`src/sar_adc_pkg.sv`:
```
package sar_adc_pkg;
    localparam int CLK_PERIOD_NS = 25;
    localparam int RES_BITS = 8;
    localparam int IDX_W = 3;
    localparam int CNT_W = 7;
    localparam int HI_W = 8;
    // Conversion time, typical and allowed window, in ns
    localparam int CONV_TIME_NS = 25000;
    localparam int CONV_MIN_NS = 15000;
    localparam int CONV_MAX_NS = 40000;
    localparam int BIT_CYC = CONV_TIME_NS / (RES_BITS * CLK_PERIOD_NS);
    // Release delay after start goes high (about), rounded down
    localparam int RELEASE_NS = 1500;
    localparam int RELEASE_CYC = RELEASE_NS / CLK_PERIOD_NS;
    // Least high pulse that clears the converter, rounded up
    localparam int MIN_PULSE_NS = 2000;
    localparam int MIN_PULSE_CYC = (MIN_PULSE_NS + CLK_PERIOD_NS - 1) / CLK_PERIOD_NS;
    // Longest delay from flag low to data enabled, rounded down
    localparam int DATA_EN_NS = 500;
    localparam int DATA_EN_CYC = DATA_EN_NS / CLK_PERIOD_NS;
    localparam logic [RES_BITS-1:0] MSB_TRIAL = 8'h80;
    localparam logic [RES_BITS-1:0] CODE_ZERO = 8'h00;
    localparam logic [IDX_W-1:0] IDX_MSB = 3'h7;
    localparam logic [IDX_W-1:0] IDX_LSB = 3'h0;
    localparam logic [IDX_W-1:0] IDX_STEP = 3'h1;
    localparam logic [CNT_W-1:0] CNT_ZERO = 7'h00;
    localparam logic [CNT_W-1:0] CNT_STEP = 7'h01;
    localparam logic [HI_W-1:0] HI_ZERO = 8'h00;
    localparam logic [HI_W-1:0] HI_STEP = 8'h01;
    localparam logic [HI_W-1:0] HI_SAT = 8'hFF;
endpackage

```
`src/pin_sync3.sv`:
```
`timescale 1ns/100ps
module pin_sync3 #(
    parameter logic RESET_VAL = 1'b0
) (
    input wire logic clk,
    input wire logic nrst,
    input wire logic pin,
    output logic level
);
    typedef struct packed {
        logic [2:0] ff;
        logic level;
    } sync_t;

    sync_t sync_q;
    sync_t sync_d;

    always_comb begin
        sync_d = sync_q;
        sync_d.ff = {sync_q.ff[1:0], pin};
        // Change accepted only once stages two and three agree
        if (sync_q.ff[1] == sync_q.ff[2]) begin
            sync_d.level = sync_q.ff[2];
        end
    end

    always_ff @(posedge clk or negedge nrst) begin
        if (!nrst) begin
            sync_q <= '{ff: {3{RESET_VAL}}, level: RESET_VAL};
        end else begin
            sync_q <= sync_d;
        end
    end

    assign level = sync_q.level;
endmodule

```
`src/sar_adc_ctrl.sv`:
```
`timescale 1ns/100ps
// Notes on behaviour
// - Trial bits run from MSB down to LSB
// - Keep bit if sum below input, else clear
// - Register holds final binary code after LSB
// - Flag low and outputs enabled at end
// - Start high blanks outputs, re-arms register
// - Open range pin gives offset binary coding
// - Standby: outputs open, flag high, wait low
// - Data within 500 ns; release 1.5 us
// - High aborts conversion; 2 us pulse clears
module sar_adc_ctrl #(
    parameter int BIT_CYC = sar_adc_pkg::BIT_CYC
) (
    input wire logic clk,
    input wire logic nrst,
    input wire logic blank_convert,
    input wire logic comp_below,
    input wire logic range_open,
    output logic [7:0] dac_code,
    output logic bipolar_offset_en,
    output logic [7:0] data_out,
    output logic data_oe,
    output logic result_valid_n
);
    localparam int TOTAL_NS = BIT_CYC * sar_adc_pkg::RES_BITS * sar_adc_pkg::CLK_PERIOD_NS;
    localparam logic [sar_adc_pkg::CNT_W-1:0] BIT_LAST = sar_adc_pkg::CNT_W'(BIT_CYC - 1);
    localparam logic [sar_adc_pkg::HI_W-1:0] RELEASE_LAST = sar_adc_pkg::HI_W'(sar_adc_pkg::RELEASE_CYC - 1);
    localparam logic [sar_adc_pkg::HI_W-1:0] CLEAR_LAST = sar_adc_pkg::HI_W'(sar_adc_pkg::MIN_PULSE_CYC - 1);

    // Sequencing rate must land the conversion inside its window
    if (BIT_CYC < 2 || BIT_CYC > (1 << sar_adc_pkg::CNT_W)) begin : g_bad_cyc
        $error("BIT_CYC outside counter range");
    end
    if (TOTAL_NS < sar_adc_pkg::CONV_MIN_NS || TOTAL_NS > sar_adc_pkg::CONV_MAX_NS) begin : g_bad_time
        $error("Conversion time outside allowed window");
    end

    typedef enum logic [1:0] {ST_IDLE, ST_CONV, ST_STOP, ST_DONE} state_t;

    typedef struct packed {
        state_t st;
        logic [sar_adc_pkg::RES_BITS-1:0] approx;
        logic [sar_adc_pkg::IDX_W-1:0] idx;
        logic [sar_adc_pkg::CNT_W-1:0] cnt;
        logic [sar_adc_pkg::HI_W-1:0] hi_cnt;
        logic [sar_adc_pkg::RES_BITS-1:0] dout;
        logic oe;
        logic valid_n;
        logic offs;
    } ctl_t;

    ctl_t ctl_q;
    ctl_t ctl_d;
    logic start_s;
    logic comp_s;
    logic range_s;

    // Start idles high so a reset never triggers a conversion
    pin_sync3 #(.RESET_VAL(1'b1)) u_sync_start (
        .clk(clk),
        .nrst(nrst),
        .pin(blank_convert),
        .level(start_s)
    );

    pin_sync3 #(.RESET_VAL(1'b0)) u_sync_comp (
        .clk(clk),
        .nrst(nrst),
        .pin(comp_below),
        .level(comp_s)
    );

    pin_sync3 #(.RESET_VAL(1'b0)) u_sync_range (
        .clk(clk),
        .nrst(nrst),
        .pin(range_open),
        .level(range_s)
    );

    always_comb begin
        logic [sar_adc_pkg::RES_BITS-1:0] decided;
        decided = ctl_q.approx;
        ctl_d = ctl_q;
        // Offset current switch follows the range pin
        ctl_d.offs = range_s;
        if (!start_s) begin
            ctl_d.hi_cnt = sar_adc_pkg::HI_ZERO;
        end else if (ctl_q.hi_cnt != sar_adc_pkg::HI_SAT) begin
            ctl_d.hi_cnt = ctl_q.hi_cnt + sar_adc_pkg::HI_STEP;
        end
        if (!comp_s) begin
            decided[ctl_q.idx] = 1'b0;
        end
        case (ctl_q.st)
            ST_IDLE: begin
                ctl_d.oe = 1'b0;
                ctl_d.valid_n = 1'b1;
                if (!start_s) begin
                    ctl_d.st = ST_CONV;
                    ctl_d.approx = sar_adc_pkg::MSB_TRIAL;
                    ctl_d.idx = sar_adc_pkg::IDX_MSB;
                    ctl_d.cnt = sar_adc_pkg::CNT_ZERO;
                end
            end
            ST_CONV: begin
                if (start_s) begin
                    // Abort; flag and outputs stay as they are
                    ctl_d.st = ST_STOP;
                end else if (ctl_q.cnt == BIT_LAST) begin
                    ctl_d.cnt = sar_adc_pkg::CNT_ZERO;
                    ctl_d.approx = decided;
                    if (ctl_q.idx == sar_adc_pkg::IDX_LSB) begin
                        ctl_d.st = ST_DONE;
                        ctl_d.dout = decided;
                        ctl_d.valid_n = 1'b0;
                        ctl_d.oe = 1'b1;
                    end else begin
                        ctl_d.approx[ctl_q.idx - sar_adc_pkg::IDX_STEP] = 1'b1;
                        ctl_d.idx = ctl_q.idx - sar_adc_pkg::IDX_STEP;
                    end
                end else begin
                    ctl_d.cnt = ctl_q.cnt + sar_adc_pkg::CNT_STEP;
                end
            end
            ST_STOP: begin
                if (!start_s) begin
                    ctl_d.st = ST_CONV;
                    ctl_d.approx = sar_adc_pkg::MSB_TRIAL;
                    ctl_d.idx = sar_adc_pkg::IDX_MSB;
                    ctl_d.cnt = sar_adc_pkg::CNT_ZERO;
                end else if (ctl_q.hi_cnt == CLEAR_LAST) begin
                    ctl_d.approx = sar_adc_pkg::CODE_ZERO;
                end
            end
            ST_DONE: begin
                // Short high glitches leave the result in place
                if (start_s && ctl_q.hi_cnt == RELEASE_LAST) begin
                    ctl_d.st = ST_IDLE;
                    ctl_d.oe = 1'b0;
                    ctl_d.valid_n = 1'b1;
                    ctl_d.approx = sar_adc_pkg::CODE_ZERO;
                end
            end
            default: begin
                ctl_d.st = ST_IDLE;
            end
        endcase
    end

    always_ff @(posedge clk or negedge nrst) begin
        if (!nrst) begin
            ctl_q <= '{st: ST_IDLE, approx: sar_adc_pkg::CODE_ZERO, idx: sar_adc_pkg::IDX_MSB,
                       cnt: sar_adc_pkg::CNT_ZERO, hi_cnt: sar_adc_pkg::HI_ZERO,
                       dout: sar_adc_pkg::CODE_ZERO, oe: 1'b0, valid_n: 1'b1, offs: 1'b0};
        end else begin
            ctl_q <= ctl_d;
        end
    end

    assign dac_code = ctl_q.approx;
    assign bipolar_offset_en = ctl_q.offs;
    assign data_out = ctl_q.dout;
    assign data_oe = ctl_q.oe;
    assign result_valid_n = ctl_q.valid_n;

    chk_msb_first: assert property (@(posedge clk) disable iff (!nrst)
        (ctl_q.st == ST_IDLE && !start_s) |=> (dac_code == sar_adc_pkg::MSB_TRIAL && ctl_q.st == ST_CONV))
        else $error("Conversion did not begin with MSB trial");

    chk_bit_decide: assert property (@(posedge clk) disable iff (!nrst)
        (ctl_q.st == ST_CONV && !start_s && ctl_q.cnt == BIT_LAST)
        |=> (dac_code[$past(ctl_q.idx)] == $past(comp_s)))
        else $error("Trial bit not decided by comparator");

    chk_result_hold: assert property (@(posedge clk) disable iff (!nrst)
        (ctl_q.st == ST_DONE) |-> (data_out == dac_code))
        else $error("Result differs from approximation register");

    chk_valid_data: assert property (@(posedge clk) disable iff (!nrst)
        $fell(result_valid_n) |-> (data_oe && $past(ctl_q.idx) == sar_adc_pkg::IDX_LSB))
        else $error("Flag fell without data enabled after LSB");

    chk_blank_rearm: assert property (@(posedge clk) disable iff (!nrst)
        $fell(data_oe) |-> (result_valid_n && ctl_q.st == ST_IDLE && dac_code == sar_adc_pkg::CODE_ZERO))
        else $error("Blanking did not re-arm register");

    chk_range_sel: assert property (@(posedge clk) disable iff (!nrst)
        ##1 (bipolar_offset_en == $past(range_s)))
        else $error("Offset switch not following range pin");

    chk_standby_quiet: assert property (@(posedge clk) disable iff (!nrst)
        (ctl_q.st == ST_IDLE && start_s) |=> (ctl_q.st == ST_IDLE && result_valid_n && !data_oe))
        else $error("Standby left while start held high");

    chk_release_time: assert property (@(posedge clk) disable iff (!nrst)
        $rose(result_valid_n) |-> ($past(ctl_q.hi_cnt) == RELEASE_LAST && !data_oe))
        else $error("Flag released at wrong delay");

    chk_abort_hold: assert property (@(posedge clk) disable iff (!nrst)
        (ctl_q.st == ST_CONV && start_s) |=> (ctl_q.st == ST_STOP && $stable(result_valid_n) && $stable(data_oe)))
        else $error("Abort changed flag or outputs");

    chk_bit_step: assert property (@(posedge clk) disable iff (!nrst)
        (ctl_q.st == ST_CONV && !start_s && ctl_q.cnt == BIT_LAST && ctl_q.idx != sar_adc_pkg::IDX_LSB)
        |=> (ctl_q.idx == $past(ctl_q.idx) - sar_adc_pkg::IDX_STEP && dac_code[ctl_q.idx]))
        else $error("Next lower trial bit not set");

    // Code must sit still for the whole bit period or the comparator misjudges
    chk_bit_period: assert property (@(posedge clk) disable iff (!nrst)
        (ctl_q.st == ST_CONV && !start_s && ctl_q.cnt != BIT_LAST)
        |=> (ctl_q.cnt == $past(ctl_q.cnt) + sar_adc_pkg::CNT_STEP && $stable(dac_code)))
        else $error("Trial code moved inside its bit period");

    chk_done_hold: assert property (@(posedge clk) disable iff (!nrst)
        (ctl_q.st == ST_DONE && !start_s) |=> (ctl_q.st == ST_DONE && !result_valid_n && data_oe))
        else $error("Result dropped while start held low");

    chk_clear_pulse: assert property (@(posedge clk) disable iff (!nrst)
        (ctl_q.st == ST_STOP && start_s && ctl_q.hi_cnt == CLEAR_LAST)
        |=> (dac_code == sar_adc_pkg::CODE_ZERO))
        else $error("Long high pulse did not clear register");

    chk_restart_msb: assert property (@(posedge clk) disable iff (!nrst)
        (ctl_q.st == ST_STOP && !start_s) |=> (dac_code == sar_adc_pkg::MSB_TRIAL && ctl_q.st == ST_CONV))
        else $error("Restart after abort not from MSB");
endmodule

```
`config.mk`:
```
export PLATFORM = sky130hd
export DESIGN_NAME = sar_adc_ctrl
export DESIGN_NICKNAME = d
export VERILOG_FILES = /design/src/sar_adc_pkg.sv /design/src/pin_sync3.sv /design/src/sar_adc_ctrl.sv
export SDC_FILE = /design/constraint.sdc
export NUM_CORES = 1
export LEC_CHECK = 0
export BUFFER_PORTS_ARGS = -buffer_cell sky130_fd_sc_hd__buf_2
export CORE_ASPECT_RATIO = 0.7
export CORE_UTILIZATION = 48
export DETAILED_ROUTE_END_ITERATION = 12
export PLACE_DENSITY = 0.69
export SYNTH_ARGS = -nofsm -noshare
export SYNTH_HDL_FRONTEND = slang
export SYNTH_HIERARCHICAL = 1
export SYNTH_SLANG_ARGS = --single-unit
```
`constraint.sdc`:
```
create_clock -name clk -period 2.1 [get_ports clk]
set_input_delay 0.21 -clock clk [delete_from_list [all_inputs] [get_ports clk]]
set_output_delay 0.21 -clock clk [all_outputs]
set_load 0.005 [all_outputs]
```
Word level (Yosys, flattened, before mapping). Cells that the tools add are included.

Bits in registers: 51. Input bits: 5. Logic and storage cells: 86.

Add/sub/neg operators: 3. Order comparisons: 4. Eq/ne operators: 21. Multiplexer cells: 26. Bitwise logic cells: 4. Reductions and logical operators: 13.

Operators by type and width (number): 8-bit two-way mux (5); 10-bit one-hot mux with 4 select lines (1); 10-bit one-hot mux with 3 select lines (1); 10-bit two-way mux (2); 20-bit two-way mux (1); 18-bit two-way mux (1); 2-bit != test, second input constant (8); 5-bit AND reduction (3); 2-bit two-way mux (7); 13-bit two-way mux (1); 11-bit two-way mux (1); 8-bit by 1-bit adder with 8-bit output, second input constant (1); 8-bit AND (1); 8-bit by 6-bit equality test with 1-bit output, second input constant (1); 8-bit by 7-bit equality test with 1-bit output, second input constant (1); 3-bit by 4-bit less-than comparator with 1-bit output, second input constant (2); 8-bit != test, second input constant (1); 8-bit NOT (1); 8-bit bitwise OR (1); 4-bit AND reduction (2); 7-bit by 1-bit adder with 7-bit output, second input constant (1); 7-bit equality test, second input constant (1); 7-bit two-way mux (1); 1-bit demux with 3-bit select (2); other kinds (15) (24).

Logic depth before layout (Yosys ltp).
Depth in word-level cells: 12. Depth in mapped cells: 8. Mapped depth without buffers: 6.

Modules after synthesis. Netlist, hierarchy kept.

By module, submodules not included: sar_adc_ctrl (instances 1, cells an instance 233, area an instance 2224.6 um^2, seq. area each 980.9 um^2); pin_sync3 (u_sync_comp ...) (instances 2, cells an instance 5, area an instance 111.4 um^2, seq. area each 100.1 um^2); pin_sync3 (u_sync_start) (instances 1, cells an instance 5, area an instance 116.4 um^2, seq. area each 105.1 um^2).

Least setup slack after synthesis. Ideal clock, no wire load.

Path kind: flip-flop to flip-flop. From: reg ctl_q[26] (netlist bit). To: reg ctl_q (netlist bit data_out[1]). Library setup time: 125 ps. Arrival time: 2009 ps. Required time: 1975 ps. Setup slack: -34 ps. Stages on the path, launching flop included: 8. Period minus slack after synthesis: 2134 ps. Cells stage by stage: dfstp_2 -> clkbuf_1 -> inv_1 -> ha_1 -> or3b_2 -> nor4_2 -> buf_2 -> mux2_2.

Cells in the longest elaborated chain, start to end: 7. Elaborated cells on any way between the ends: 10.

RTL lines: start, declared (line sar_adc_ctrl.sv:53) `ctl_t ctl_q;`; start signal, assigned (line sar_adc_ctrl.sv:153) `ctl_q <= '{st: ST_IDLE, approx: sar_adc_pkg::CODE_ZERO, idx: sar_adc_pkg::IDX_MSB,`; start signal, assigned (line sar_adc_ctrl.sv:157) `ctl_q <= ctl_d;`; 3-bit by 4-bit less-than comparator with 1-bit output (implied by the code) or 3-bit by 1-bit >= comparator with 1-bit output (tied branches) (line sar_adc_ctrl.sv:93) `decided[ctl_q.idx] = 1'b0;`; 1-bit logical AND (implied by the code) (line sar_adc_ctrl.sv:93); 1-bit two-way mux (implied by the code) (line sar_adc_ctrl.sv:93); 1-bit demux with 3-bit select (line sar_adc_ctrl.sv:93); 8-bit NOT (no line); 8-bit AND (no line); 8-bit two-way mux (line sar_adc_ctrl.sv:92) `if (!comp_s) begin`.

Several ways; a longest one is shown, not always the timed one. A chain may end at the register's enable or synchronous reset.

Worst setup path after layout. Ends and elaborated chain as after synthesis.

==> impl_results.md <==
- Status: finished clean
- Worst-skew pair later-pin latency: 0.31 ns
- RSZ-0062 raised after global routing: yes
- Post-Syn Nets: around 260
- WP data arrival: about 2.2 ns
- Fin cells: 338
- Die height: about 63 microns
- DIE AREA: about 5600 sq um
- Clk buf depth: 2
- N_diodes: 0
- Area leader, netlist: dfrtp_1
- Achievable Freq: ~500 MHz
- Resize count post-CTS: 0
- WL/cell: ~15 microns
- Post-Route Utilization: a little under three fifths
- Dpl cells: approximately 330
- CP Class: reg -> reg
- Post-route DRC: 0
- Initial Util: approximately half
- Vias/cell: between 5 and 6
- Layout Skew: between 0.004 and 0.005 ns
- Register area share after synthesis: about half
- Synthesized instance count: roughly 250
- Post-synth EDFFs: 0
- Port Buffers: 23
- Worst Path Required: between 2 and 2.5 ns
- Synth Area per Inst: ~10 sq um
- # fillers: ~430
- Synth warn: 6
- Leakage Power: roughly 0.0013 uW
- Clock sink count: 51
- Global placer's final weighted congestion: 0.900
- Most common cell after layout, fill and taps aside: dfrtp_1
- Total Wirelength: between 5000 and 6000 microns
- Synth area leaders: dfrtp_1, dfstp_2, buf_4
- Period minus WS final: roughly 2.0 ns
- Initial antenna violation count: 0
- Gr usage total: 20.5%
- Count of cell types in the netlist: 55
- Layout cells sized above 1: 25.7%
- Area fraction of the dominant cell type after synthesis: 42.0%
- Final Cell Area: around 2800 sq um
- Via Count: around 1900
- Final net count: roughly 280
- Final setup fails: 0
- Least-Margin Pin Slew: ~0.63 ns
- Mapped Area: around 2600 sq um
- Most frequent cells in the layout: dfrtp_1, buf_2, inv_1
- R2r setup slk: ~0.10 ns
- Final hold vios: 0
- Total CTS buffers: 5
- Initial DRC count: 230
- CTS HTree Levels: 2
- Final worst-path cycle share: a little over nine tenths
- Dpl hpwl: between 3000 and 4000 microns
- CP Launch Type: flop
- PwrDens: about 930 nW/um^2
- DP Worst Slack: 0.0783 ns
- CTS tree: built
- Crit. End Element: flop
- Most used DFF post-synth: dfrtp_1
- Root Buffer: clkbuf_8
- Final Max Slew Viols: 0
- Max-cap violations: 0
- First-pass GRT wire length: a little under 9000 microns
- Critical Path Fanout Max: 6
- Area Growth Syn to Fin: 10.9%
- Site Rows: 21
- TritonRoute pass-1 iters: 4
- Ports: 24
- Largest net degree at the start of global routing: 52
- Die Wd: 89.4 microns
- Synth Register Bits: slightly above 50
- FFs w/ async S/R, synth: 100%
- Max VDD drop: around 0.46 mV
- Reg-to-reg endpoint: data_out[1]
- Placement Cell Area: roughly 2700 sq um
- Final ANT Viol Nets: 0
- Setup WS post-layout: a little over 0.1 ns
- Grt total ovfl: 0
- Hold Crit Class: in -> async
- Core area: 4970 sq um
- Vias in the first global route: between 1500 and 2000
- Slew headroom: a little under 60%
- Critical R2R Launch: ctl_q[26]
- Clock transition at path regs: around 0.090 ns
- Worst R2R Path Depth: 6
cell type report:
class	count	area (sq um)	area share, %
Clock buffer	6	82.6	2.90
Clock inverter	2	35.0	1.23
Inverter	20	75.1	2.64
Multi-Input combinational cell	151	1040	36.4
Sequential cell	51	1290	45.2
Tap cell	69	86.3	3.04
Timing Repair Buffer	39	243	8.53
registers in the layout, summed over array words and instances, names as in the netlist:
register	flops
bipolar_offset_en	1
data_out	8
u_sync_range/sync_d	2
u_sync_start/level	1
dac_code	8
u_sync_comp/sync_d	2
u_sync_comp/level	1
u_sync_comp/sync_q	1
u_sync_range/sync_q	1
u_sync_range/level	1
data_oe	1
result_valid_n	1
u_sync_start/sync_d	2
ctl_q	20
u_sync_start/sync_q	1
through the flow:
stage	total power [uW]	TNS, ns	hold WS [ns]
global route	2810	-0.247	0.0603
floorplan	1700	0	-0.0856
global placement	1930	0	0.317
detailed placement	1950	0	0.317
finish	2660	0	0.00738
CTS	2660	0	0.0194
worst max path at each step:
stage,start,to,slack (ns),depth (start not counted)
after floorplan,ctl_q[26],data_out[1],0.006,7
after global placement,ctl_q[26],data_out[2],0.13,6
after detailed placement,ctl_q[26],data_out[1],0.08,6
after CTS,ctl_q[26],data_out[1],0.06,6
after global routing,ctl_q[26],data_out[1],-0.04,6
final,ctl_q[26],data_out[1],0.10,6
worst max-delay path, stage by stage (launching register included):
cell and delay (ns):
dfstp_2 0.38, inv_1 0.10, ha_1 0.21, or3b_2 0.46
nor4_2 0.18, buf_4 0.21, mux2_2 0.35
metal layers:
layer	GRT usage, %	vias to the layer above	part of all wire (%)	wire, microns
met5	0	-	0	0
met4	7.54	0	1.5	77
met3	5.11	7	6.1	312
met2	27.3	72	41	2100
met1	31.7	915	51	2600
li1	-	916	-	-
power by group:
group	internal [uW]	switching (uW)
clock network	386	318
logic	298	435
registers	1090	129
total	1770	882
Yosys cell counts, drive strengths merged, types with 7 or more instances:
library cell / count
inv: 19
buf: 19
clkbuf: 7
o21ai: 14
nand3: 7
nand2: 13
a31oi: 10
dfrtp: 43
nor2: 13
dfstp: 8
repair_timing:
item                       4_1_cts  5_1_grt
hold endpoints to repair         3        0
hold buffers                     3        0
setup endpoints to repair        0        6
setup buffers                    0        2
cells by family (layout without fill, tap and decap cells):
logic type                 after synthesis  after routing  share of synthesized area [%]
AOI/OAI and AO/OA                       57             57                           15.5
xor gates and xnor gates                 3              3                           1.03
adders and majority gates                8              8                           3.76
buffers and inverters                   46             67                           9.42
DFF                                     51             51                           50.2
muxes                                   12             12                           4.98
and+or+nand+nor                         71             71                           15.2
No activity file was read; power rests on OpenSTA's default activity.
